`src/rtl/sbbo_fix_note.sv`:
```
`timescale 1ns/1ns
`default_nettype none
`default_nettype wire

```
`src/rtl/sbbo_pkg.sv`:
```
// Summary of operation
// [RL1] skip next word when register bit clear
// [RL2] skip next word when register bit set
// [RL3] skip next word on io bit state
// [RL4] indexed status flag branch, pc plus offset plus one
// [RL5] carry branches: set/lower, clear/same-or-higher
// [RL6] signed branches on negative xor overflow
// [RL7] half-carry branches, set or cleared form
// [RL8] transfer flag branches, set or cleared form
// [RL9] overflow branches, set or cleared form
// [RL10] interrupt enable branches, enabled or disabled
// [RL11] set one io bit, two cycles
// [RL12] clear one io bit, two cycles
// [RL13] logical shifts update zero carry negative overflow
`default_nettype none
package sbbo_pkg;
    localparam int unsigned PC_W_DEF = 16;
    localparam int unsigned OFS_W = 7;
    // status flag bit positions
    localparam logic [2:0] FLAG_C = 3'h0;
    localparam logic [2:0] FLAG_Z = 3'h1;
    localparam logic [2:0] FLAG_N = 3'h2;
    localparam logic [2:0] FLAG_V = 3'h3;
    localparam logic [2:0] FLAG_S = 3'h4;
    localparam logic [2:0] FLAG_H = 3'h5;
    localparam logic [2:0] FLAG_T = 3'h6;
    localparam logic [2:0] FLAG_I = 3'h7;
    // cycle counts
    localparam logic [1:0] CYC_ONE = 2'h1;
    localparam logic [1:0] CYC_TWO = 2'h2;
    localparam logic [1:0] CYC_THREE = 2'h3;
    // program counter steps
    localparam logic [1:0] STEP_SKIP_ONE = 2'h2;
    localparam logic [1:0] STEP_SKIP_TWO = 2'h3;
    localparam logic [1:0] STEP_BRANCH = 2'h1;
    // values after reset
    localparam logic [7:0] RST_BYTE = 8'h00;
    localparam logic [5:0] RST_IO_ADDR = 6'h00;
    localparam logic [1:0] RST_CNT = 2'h0;

    typedef enum logic [4:0] {
        op_none,
        op_skip_if_reg_bit_clear,
        op_skip_if_reg_bit_set,
        op_skip_if_io_bit_clear,
        op_skip_if_io_bit_set,
        op_branch_on_flag_set,
        op_branch_on_flag_clear,
        op_branch_equal,
        op_branch_not_equal,
        op_branch_carry_set,
        op_branch_carry_clear,
        op_branch_same_or_higher,
        op_branch_lower,
        op_branch_minus,
        op_branch_plus,
        op_branch_signed_ge,
        op_branch_signed_lt,
        op_branch_halfcarry_set,
        op_branch_halfcarry_clear,
        op_branch_xfer_flag_set,
        op_branch_xfer_flag_clear,
        op_branch_overflow_set,
        op_branch_overflow_clear,
        op_branch_irq_enabled,
        op_branch_irq_disabled,
        op_set_io_bit,
        op_clear_io_bit,
        op_shift_left_logical,
        op_shift_right_logical
    } sbbo_op_e;

    typedef enum logic {
        st_idle,
        st_busy
    } sbbo_state_e;
endpackage : sbbo_pkg
`default_nettype wire

```
`src/rtl/sbbo_exec.sv`:
```
// Our own choices: the placing of the registers and the address-and-strobe port.
`timescale 1ns/1ns
`default_nettype none
module sbbo_exec #(
    parameter int unsigned PC_W = sbbo_pkg::PC_W_DEF
) (
    input wire logic clk_sys,
    input wire logic srst,
    input wire logic op_valid,
    input wire sbbo_pkg::sbbo_op_e op_code,
    input wire logic [PC_W-1:0] pc,
    input wire logic [7:0] reg_value,
    input wire logic [2:0] bit_sel,
    input wire logic [5:0] io_addr,
    input wire logic [7:0] io_rdata,
    input wire logic next_is_two_word,
    input wire logic [sbbo_pkg::OFS_W-1:0] branch_offset,
    input wire logic [7:0] flags_in,
    output logic busy,
    output logic done,
    output logic pc_load,
    output logic [PC_W-1:0] pc_value,
    output logic io_we,
    output logic [5:0] io_waddr,
    output logic [7:0] io_wdata,
    output logic reg_we,
    output logic [7:0] reg_wdata,
    output logic flags_we,
    output logic [7:0] flags_out
);
    import sbbo_pkg::*;

    // {is_branch, taken}
    function automatic logic [1:0] branch_eval(input sbbo_op_e op, input logic [7:0] f,
                                               input logic [2:0] s);
        logic nv;
        nv = f[FLAG_N] ^ f[FLAG_V];
        case (op)
            op_branch_on_flag_set: branch_eval = {1'b1, f[s]}; // RL4
            op_branch_on_flag_clear: branch_eval = {1'b1, ~f[s]}; // RL4
            op_branch_equal: branch_eval = {1'b1, f[FLAG_Z]};
            op_branch_not_equal: branch_eval = {1'b1, ~f[FLAG_Z]};
            op_branch_carry_set: branch_eval = {1'b1, f[FLAG_C]}; // RL5
            op_branch_lower: branch_eval = {1'b1, f[FLAG_C]}; // RL5
            op_branch_carry_clear: branch_eval = {1'b1, ~f[FLAG_C]}; // RL5
            op_branch_same_or_higher: branch_eval = {1'b1, ~f[FLAG_C]}; // RL5
            op_branch_minus: branch_eval = {1'b1, f[FLAG_N]};
            op_branch_plus: branch_eval = {1'b1, ~f[FLAG_N]};
            op_branch_signed_ge: branch_eval = {1'b1, ~nv}; // RL6
            op_branch_signed_lt: branch_eval = {1'b1, nv}; // RL6
            op_branch_halfcarry_set: branch_eval = {1'b1, f[FLAG_H]}; // RL7
            op_branch_halfcarry_clear: branch_eval = {1'b1, ~f[FLAG_H]}; // RL7
            op_branch_xfer_flag_set: branch_eval = {1'b1, f[FLAG_T]}; // RL8
            op_branch_xfer_flag_clear: branch_eval = {1'b1, ~f[FLAG_T]}; // RL8
            op_branch_overflow_set: branch_eval = {1'b1, f[FLAG_V]}; // RL9
            op_branch_overflow_clear: branch_eval = {1'b1, ~f[FLAG_V]}; // RL9
            op_branch_irq_enabled: branch_eval = {1'b1, f[FLAG_I]}; // RL10
            op_branch_irq_disabled: branch_eval = {1'b1, ~f[FLAG_I]}; // RL10
            default: branch_eval = 2'h0;
        endcase
    endfunction : branch_eval

    // {is_skip, taken}
    function automatic logic [1:0] skip_eval(input sbbo_op_e op, input logic [7:0] rv,
                                             input logic [7:0] iv, input logic [2:0] b);
        case (op)
            op_skip_if_reg_bit_clear: skip_eval = {1'b1, ~rv[b]}; // RL1
            op_skip_if_reg_bit_set: skip_eval = {1'b1, rv[b]}; // RL2
            op_skip_if_io_bit_clear: skip_eval = {1'b1, ~iv[b]}; // RL3
            op_skip_if_io_bit_set: skip_eval = {1'b1, iv[b]}; // RL3
            default: skip_eval = 2'h0;
        endcase
    endfunction : skip_eval

    sbbo_state_e state_reg;
    logic [1:0] cnt_reg;
    logic accept;
    logic finish;
    logic [1:0] br;
    logic [1:0] sk;
    logic [PC_W-1:0] ofs_ext;
    logic [1:0] c_cycles;
    logic c_pc_load;
    logic [PC_W-1:0] c_pc;
    logic c_io_we;
    logic [7:0] c_io_data;
    logic c_reg_we;
    logic [7:0] c_reg_data;
    logic c_flags_we;
    logic [7:0] c_flags;
    logic h_pc_load_reg;
    logic [PC_W-1:0] h_pc_reg;
    logic h_io_we_reg;
    logic [5:0] h_io_addr_reg;
    logic [7:0] h_io_data_reg;

    assign busy = (state_reg == st_busy);
    assign accept = op_valid && (state_reg == st_idle);
    assign finish = (accept && (c_cycles == CYC_ONE)) || (busy && (cnt_reg == CYC_ONE));
    assign br = branch_eval(op_code, flags_in, bit_sel);
    assign sk = skip_eval(op_code, reg_value, io_rdata, bit_sel);
    assign ofs_ext = {{(PC_W - OFS_W){branch_offset[OFS_W-1]}}, branch_offset};

    // decision for the instruction presented now
    always_comb begin
        c_cycles = CYC_ONE;
        c_pc_load = 1'b0;
        c_pc = pc;
        c_io_we = 1'b0;
        c_io_data = io_rdata;
        c_reg_we = 1'b0;
        c_reg_data = reg_value;
        c_flags_we = 1'b0;
        c_flags = flags_in;
        if (br[1]) begin
            // flags never touched by branches
            c_pc_load = br[0];
            c_pc = pc + ofs_ext + PC_W'(STEP_BRANCH); // RL4
            c_cycles = br[0] ? CYC_TWO : CYC_ONE;
        end else if (sk[1]) begin
            // skip past a one or two word follower
            c_pc_load = sk[0];
            c_pc = pc + PC_W'(next_is_two_word ? STEP_SKIP_TWO : STEP_SKIP_ONE); // RL1
            c_cycles = sk[0] ? (next_is_two_word ? CYC_THREE : CYC_TWO) : CYC_ONE; // RL2
        end else begin
            case (op_code)
                op_set_io_bit: begin
                    c_io_we = 1'b1;
                    c_io_data = io_rdata | (8'h01 << bit_sel); // RL11
                    c_cycles = CYC_TWO;
                end
                op_clear_io_bit: begin
                    c_io_we = 1'b1;
                    c_io_data = io_rdata & ~(8'h01 << bit_sel); // RL12
                    c_cycles = CYC_TWO;
                end
                op_shift_left_logical: begin
                    c_reg_we = 1'b1;
                    c_reg_data = {reg_value[6:0], 1'b0}; // RL13
                    c_flags_we = 1'b1;
                    c_flags[FLAG_C] = reg_value[7];
                    c_flags[FLAG_N] = reg_value[6];
                    c_flags[FLAG_V] = reg_value[6] ^ reg_value[7];
                    c_flags[FLAG_Z] = (reg_value[6:0] == 7'h00);
                end
                op_shift_right_logical: begin
                    c_reg_we = 1'b1;
                    c_reg_data = {1'b0, reg_value[7:1]}; // RL13
                    c_flags_we = 1'b1;
                    c_flags[FLAG_C] = reg_value[0];
                    c_flags[FLAG_N] = 1'b0;
                    c_flags[FLAG_V] = reg_value[0];
                    c_flags[FLAG_Z] = (reg_value[7:1] == 7'h00);
                end
                default: begin
                    c_cycles = CYC_ONE;
                end
            endcase
        end
    end

    // sequencing of multi-cycle instructions
    always_ff @(posedge clk_sys) begin
        if (srst) begin
            state_reg <= st_idle;
            cnt_reg <= RST_CNT;
        end else begin
            case (state_reg)
                st_idle: begin
                    if (accept && (c_cycles != CYC_ONE)) begin
                        state_reg <= st_busy;
                        cnt_reg <= c_cycles - CYC_ONE;
                    end
                end
                st_busy: begin
                    cnt_reg <= cnt_reg - CYC_ONE;
                    if (cnt_reg == CYC_ONE) begin
                        state_reg <= st_idle;
                    end
                end
                default: begin
                    state_reg <= st_idle;
                    cnt_reg <= RST_CNT;
                end
            endcase
        end
    end

    // result held until the last cycle
    always_ff @(posedge clk_sys) begin
        if (srst) begin
            h_pc_load_reg <= 1'b0;
            h_pc_reg <= '0;
            h_io_we_reg <= 1'b0;
            h_io_addr_reg <= RST_IO_ADDR;
            h_io_data_reg <= RST_BYTE;
        end else if (accept) begin
            h_pc_load_reg <= c_pc_load;
            h_pc_reg <= c_pc;
            h_io_we_reg <= c_io_we;
            h_io_addr_reg <= io_addr;
            h_io_data_reg <= c_io_data;
        end
    end

    // completion strobes and data toward the core
    always_ff @(posedge clk_sys) begin
        if (srst) begin
            done <= 1'b0;
            pc_load <= 1'b0;
            pc_value <= '0;
            io_we <= 1'b0;
            io_waddr <= RST_IO_ADDR;
            io_wdata <= RST_BYTE;
            reg_we <= 1'b0;
            reg_wdata <= RST_BYTE;
            flags_we <= 1'b0;
            flags_out <= RST_BYTE;
        end else begin
            done <= finish;
            pc_load <= finish && (busy ? h_pc_load_reg : c_pc_load);
            io_we <= finish && (busy ? h_io_we_reg : c_io_we); // RL11
            reg_we <= finish && !busy && c_reg_we;
            flags_we <= finish && !busy && c_flags_we; // RL13
            if (finish) begin
                pc_value <= busy ? h_pc_reg : c_pc;
                io_waddr <= busy ? h_io_addr_reg : io_addr;
                io_wdata <= busy ? h_io_data_reg : c_io_data; // RL12
                reg_wdata <= c_reg_data;
                flags_out <= c_flags;
            end
        end
    end

    logic [PC_W-1:0] chk_target;
    assign chk_target = pc + {{(PC_W - OFS_W){branch_offset[OFS_W-1]}}, branch_offset} + 1'b1;
endmodule : sbbo_exec
`default_nettype wire

```
`config.mk`:
```
export PLATFORM = sky130hd
export DESIGN_NAME = sbbo_exec
export DESIGN_NICKNAME = d
export VERILOG_FILES = /design/src/rtl/sbbo_fix_note.sv /design/src/rtl/sbbo_pkg.sv /design/src/rtl/sbbo_exec.sv
export SDC_FILE = /design/constraint.sdc
export NUM_CORES = 1
export LEC_CHECK = 0
export BUFFER_PORTS_ARGS = -buffer_cell sky130_fd_sc_hd__buf_2
export CAP_MARGIN = 0
export CORE_MARGIN = 4
export CORE_UTILIZATION = 50
export DETAILED_ROUTE_END_ITERATION = 8
export PLACE_DENSITY = 0.85
export SLEW_MARGIN = 0
export SYNTH_ARGS = -nofsm -noshare
export SYNTH_HDL_FRONTEND = slang
export SYNTH_SLANG_ARGS = --single-unit
```
`constraint.sdc`:
```
create_clock -name clk_sys -period 3.57 [get_ports clk_sys]
set_input_delay 0 -clock clk_sys [delete_from_list [all_inputs] [get_ports clk_sys]]
set_output_delay 0 -clock clk_sys [all_outputs]
set_load 0.02 [all_outputs]
```
==> metrics.md <==
| Metric | Value |
|---|---|
| Reg2reg end | `reg_wdata[6]$_SDFFE_PP0P_` |
| Fin Clk Skew | `0.005926 ns` |
| Initial core utilization | `0.5190` |
| Worst setup EP type | `flop` |
| Worst r2r path cells | `7` |
| Pwr dens | `433.7 nW/µm²` |
| CTS tree | `built` |
| Post-layout util | `0.6167` |
| Synth unique cells | `68` |
| Min Tclk post-route | `3.184 ns` |
| H-tree levels | `3` |
| Seq cells post-synth | `85` |
| Initial antenna violation count | `0` |
| Vias/cell | `5.954` |
| Layout area overhead | `18.82%` |
| Rel. slew slack | `0.3114` |
| Hold EP | `reg_wdata[4]$_SDFFE_PP0P_` |
| Vias in the first global route | `4,990` |
| Internal | `0.001784 W` |
| Residual DRC | `0` |
| Switching power total | `0.001014 W` |
| Clk buf depth | `2` |
| Num CTS Buffers | `9` |
| Max-Cap Viols | `0` |
| Placed insts | `902` |
| Startpoint types | `input pin` |
| Die Span Y | `112.2 µm` |
| Ports | `117` |
| HP Class | `input pin to flop` |
| Insertion delay to the later sink of the worst-skew pair | `0.36 ns` |
| Worst VDD drop | `324.4 µV` |
| Clk root buf | `clkbuf_8` |
| R2R Setup Slk | `1.23 ns` |
| IO buf count | `116` |
| Part of the Yosys area used for sequential elements | `0.3134` |
| Syn nets | `769` |
| Die width | `112.2 µm` |
| Buffers & Inverters on Critical Path | `3` |
| Routability cong. | `0.8806` |
| Status | `finished, final reports clean` |
| TNS Setup | `0 ns` |
| # clock sinks | `85` |
| Leakage power figure | `2.728 nW` |
| Initial DRC count | `613` |
| Mapped Area | `5430 µm²` |
| Endpoints failing setup | `0` |
| Clock Power Share | `0.253` |
| CP Data Required Time | `3.78 ns` |
| Worst path most repeated cell | `mux2i_1` |
| Final Hold Vio Count | `0` |
| Commonest non-fill, non-tap cells in the layout | `116 x buf_2, 89 x nor2_1, 84 x dfxtp_1` |
| Antenna viol nets, final | `0` |
| Num rows | `37` |
| Largest net degree at the start of global routing | `73` |
| Crit path cell chain | `dlygate4sd3_1 -> buf_2 -> mux4_2 -> mux2i_1 -> mux2i_1 -> and3_4 -> nor4_4 -> o211a_4 -> ha_1 -> and2_1 -> a21oi_2 -> buf_4 -> a221o_1 -> a21oi_1 -> nor3_1` |
| WS Path Type | `input pin to flop` |
| Sw Share | `0.3623` |
| Ys Warns | `0` |
| Detailed Route WL | `14.97 mm` |
| Grt ovf | `0` |
| CP max stage delay | `0.53 ns` |
| Hold Startpoint | `reg_value[4]` |
| Post-Layout Cell Count | `934` |
| Final HPWL DP | `11.04 mm` |
| Syn Area/Cell | `7.939 µm²` |
| 1st-pass router iterations | `5` |
| CP max FO | `18` |
| Hold Crit Depth | `3` |
| Pwr Total | `0.002798 W` |
| Flop pwr share | `0.409` |
| Gr usage total | `0.2289` |
| Mapped Cells | `684` |
| R2r startpoint | `busy$_SDFF_PP0_` |
| Clk pin slew, worst setup/hold paths | `0.09 ns` |
| Layout cell share with drive strength beyond 1 | `0.2093` |
| Actual slew at the worst max-slew pin | `1.032 ns` |
| Tcrit/Tclk final | `0.8919` |
| Final Slew Violations | `0` |
| Wire per inst | `16.02 µm` |
| Combinational share of power | `0.338` |
| Ys async rst share | `0` |
| CP max stage cell | `dlygate4sd3_1` |
| Via count | `5,561` |
| Most common cell after layout, fill and taps aside | `buf_2` |
| Global-route wire length before repair | `24.27 mm` |
| Number of synthesized flops with an enable pin | `0` |
| Antenna cells | `0` |
| Most used DFF post-synth | `dfxtp_1` |
| Die area | `12,590 µm²` |
| Core Footprint | `10,460 µm²` |
| RSZ-0062 raised after global routing | `false` |
| Fmax | `314.1 MHz` |
| Fillers | `907` |
| CP arrival | `3.40 ns` |
| CP top delay family | `buffers and inverters` |
| Net count, final | `878` |
-- synth_stat cells, types with 4 or more instances --
master	instances	area (µm²)
buf_1	4	15.01
nor3_1	24	120.1
o211ai_1	5	37.54
a31oi_1	5	31.28
nand4_1	7	43.79
clkbuf_1	29	108.9
nor2_1	89	334.1
inv_1	15	56.30
nand2b_1	8	50.05
a211oi_1	26	195.2
and3_1	6	37.54
nor2b_1	4	25.02
a21o_1	6	45.04
mux4_2	6	135.1
a21oi_1	58	290.3
mux2i_1	29	290.3
o21ai_1	22	110.1
nor4_1	4	25.02
nand3_1	11	55.05
a221o_1	6	60.06
ha_1	19	237.7
nor3b_1	5	37.54
o221ai_1	8	70.07
nand3b_1	5	37.54
o21ai_0	14	70.07
buf_2	11	55.05
xor2_1	7	61.31
nand2_1	83	311.6
dfxtp_1	85	1702
xnor2_1	19	166.4
-- worst reg2reg max path, stage by stage, from the launching register on --
cell	delay, ns
dfxtp_2	0.47
nor2b_2	0.67
and2_1	0.34
a21oi_2	0.06
buf_4	0.21
a221o_1	0.27
a21oi_1	0.12
nor3_1	0.08
-- logic make-up after synthesis --
group	Yosys count	synth area share
adders and majority gates	20	0.04747
buffers and inverters	63	0.04954
AOI/OAI and AO/OA	189	0.2390
xor gates and xnor gates	26	0.04194
DFF	85	0.3134
muxes	36	0.08041
and+or+nand+nor	265	0.2283
-- layout make-up --
| class | instances | area (µm²) | share of cell area |
|---|---|---|---|
| Multi-Input combinational cell | 536 | 3475 | 0.5385 |
| Clock buffer | 10 | 137.6 | 0.02133 |
| Clock inverter | 6 | 68.82 | 0.01067 |
| Tap cell | 136 | 170.2 | 0.02637 |
| Timing Repair Buffer | 145 | 838.3 | 0.1299 |
| Inverter | 16 | 60.06 | 0.009308 |
| Sequential cell | 85 | 1703 | 0.2639 |
-- stage by stage --
stage / area [µm²] / hold slack [ns] / setup slack, ns
finish: 6452 / 0.02147 / 0.3859
global placement: 6086 / 0.2543 / 0.5078
floorplan: 5430 / 0.1360 / 0.7025
global route: 6452 / 0.04088 / 0.1997
CTS: 6452 / 0.008125 / 0.4073
detailed placement: 6086 / 0.2614 / 0.4374
-- worst max path at each step --
stage                           start  slack, ns  cells after the start                   endpoint
after global routing      flags_in[2]       0.20                     15  reg_wdata[5]$_SDFFE_PP0P_
after global placement     bit_sel[0]       0.51                     14  reg_wdata[6]$_SDFFE_PP0P_
after CTS                 flags_in[2]       0.41                     15  reg_wdata[6]$_SDFFE_PP0P_
after detailed placement   bit_sel[0]       0.44                     14  reg_wdata[4]$_SDFFE_PP0P_
after floorplan            bit_sel[1]       0.70                     13  pc_value[12]$_SDFFE_PP0P_
final                     flags_in[2]       0.39                     15  reg_wdata[6]$_SDFFE_PP0P_
-- power by group through the flow --
stage | Sequential [W] | Clock [W] | Combinational, W
finish | 0.00114 | 0.000709 | 0.000945
global route | 0.00116 | 0.000756 | 0.00104
detailed placement | 0.00116 | 0 | 0.000923
CTS | 0.00114 | 0.000715 | 0.000940
global placement | 0.00116 | 0 | 0.000907
floorplan | 0.00123 | 0 | 0.000563
-- what timing repair did --
item | in CTS | in global routing
hold buffers | 16 | 0
endpoints found under the hold margin | 20 | 0
buffers inserted | 0 | 0
resized for setup | 0 | 0
-- routing by layer --
layer  vias up  wire (µm)  track usage
met3        28       1386      0.04690
li1       2717          -            -
met1      2561       6568       0.3203
met4         0        331      0.08093
met2       255       6679       0.3508
met5         -          0            0
Power figures use the tool's default switching activity.
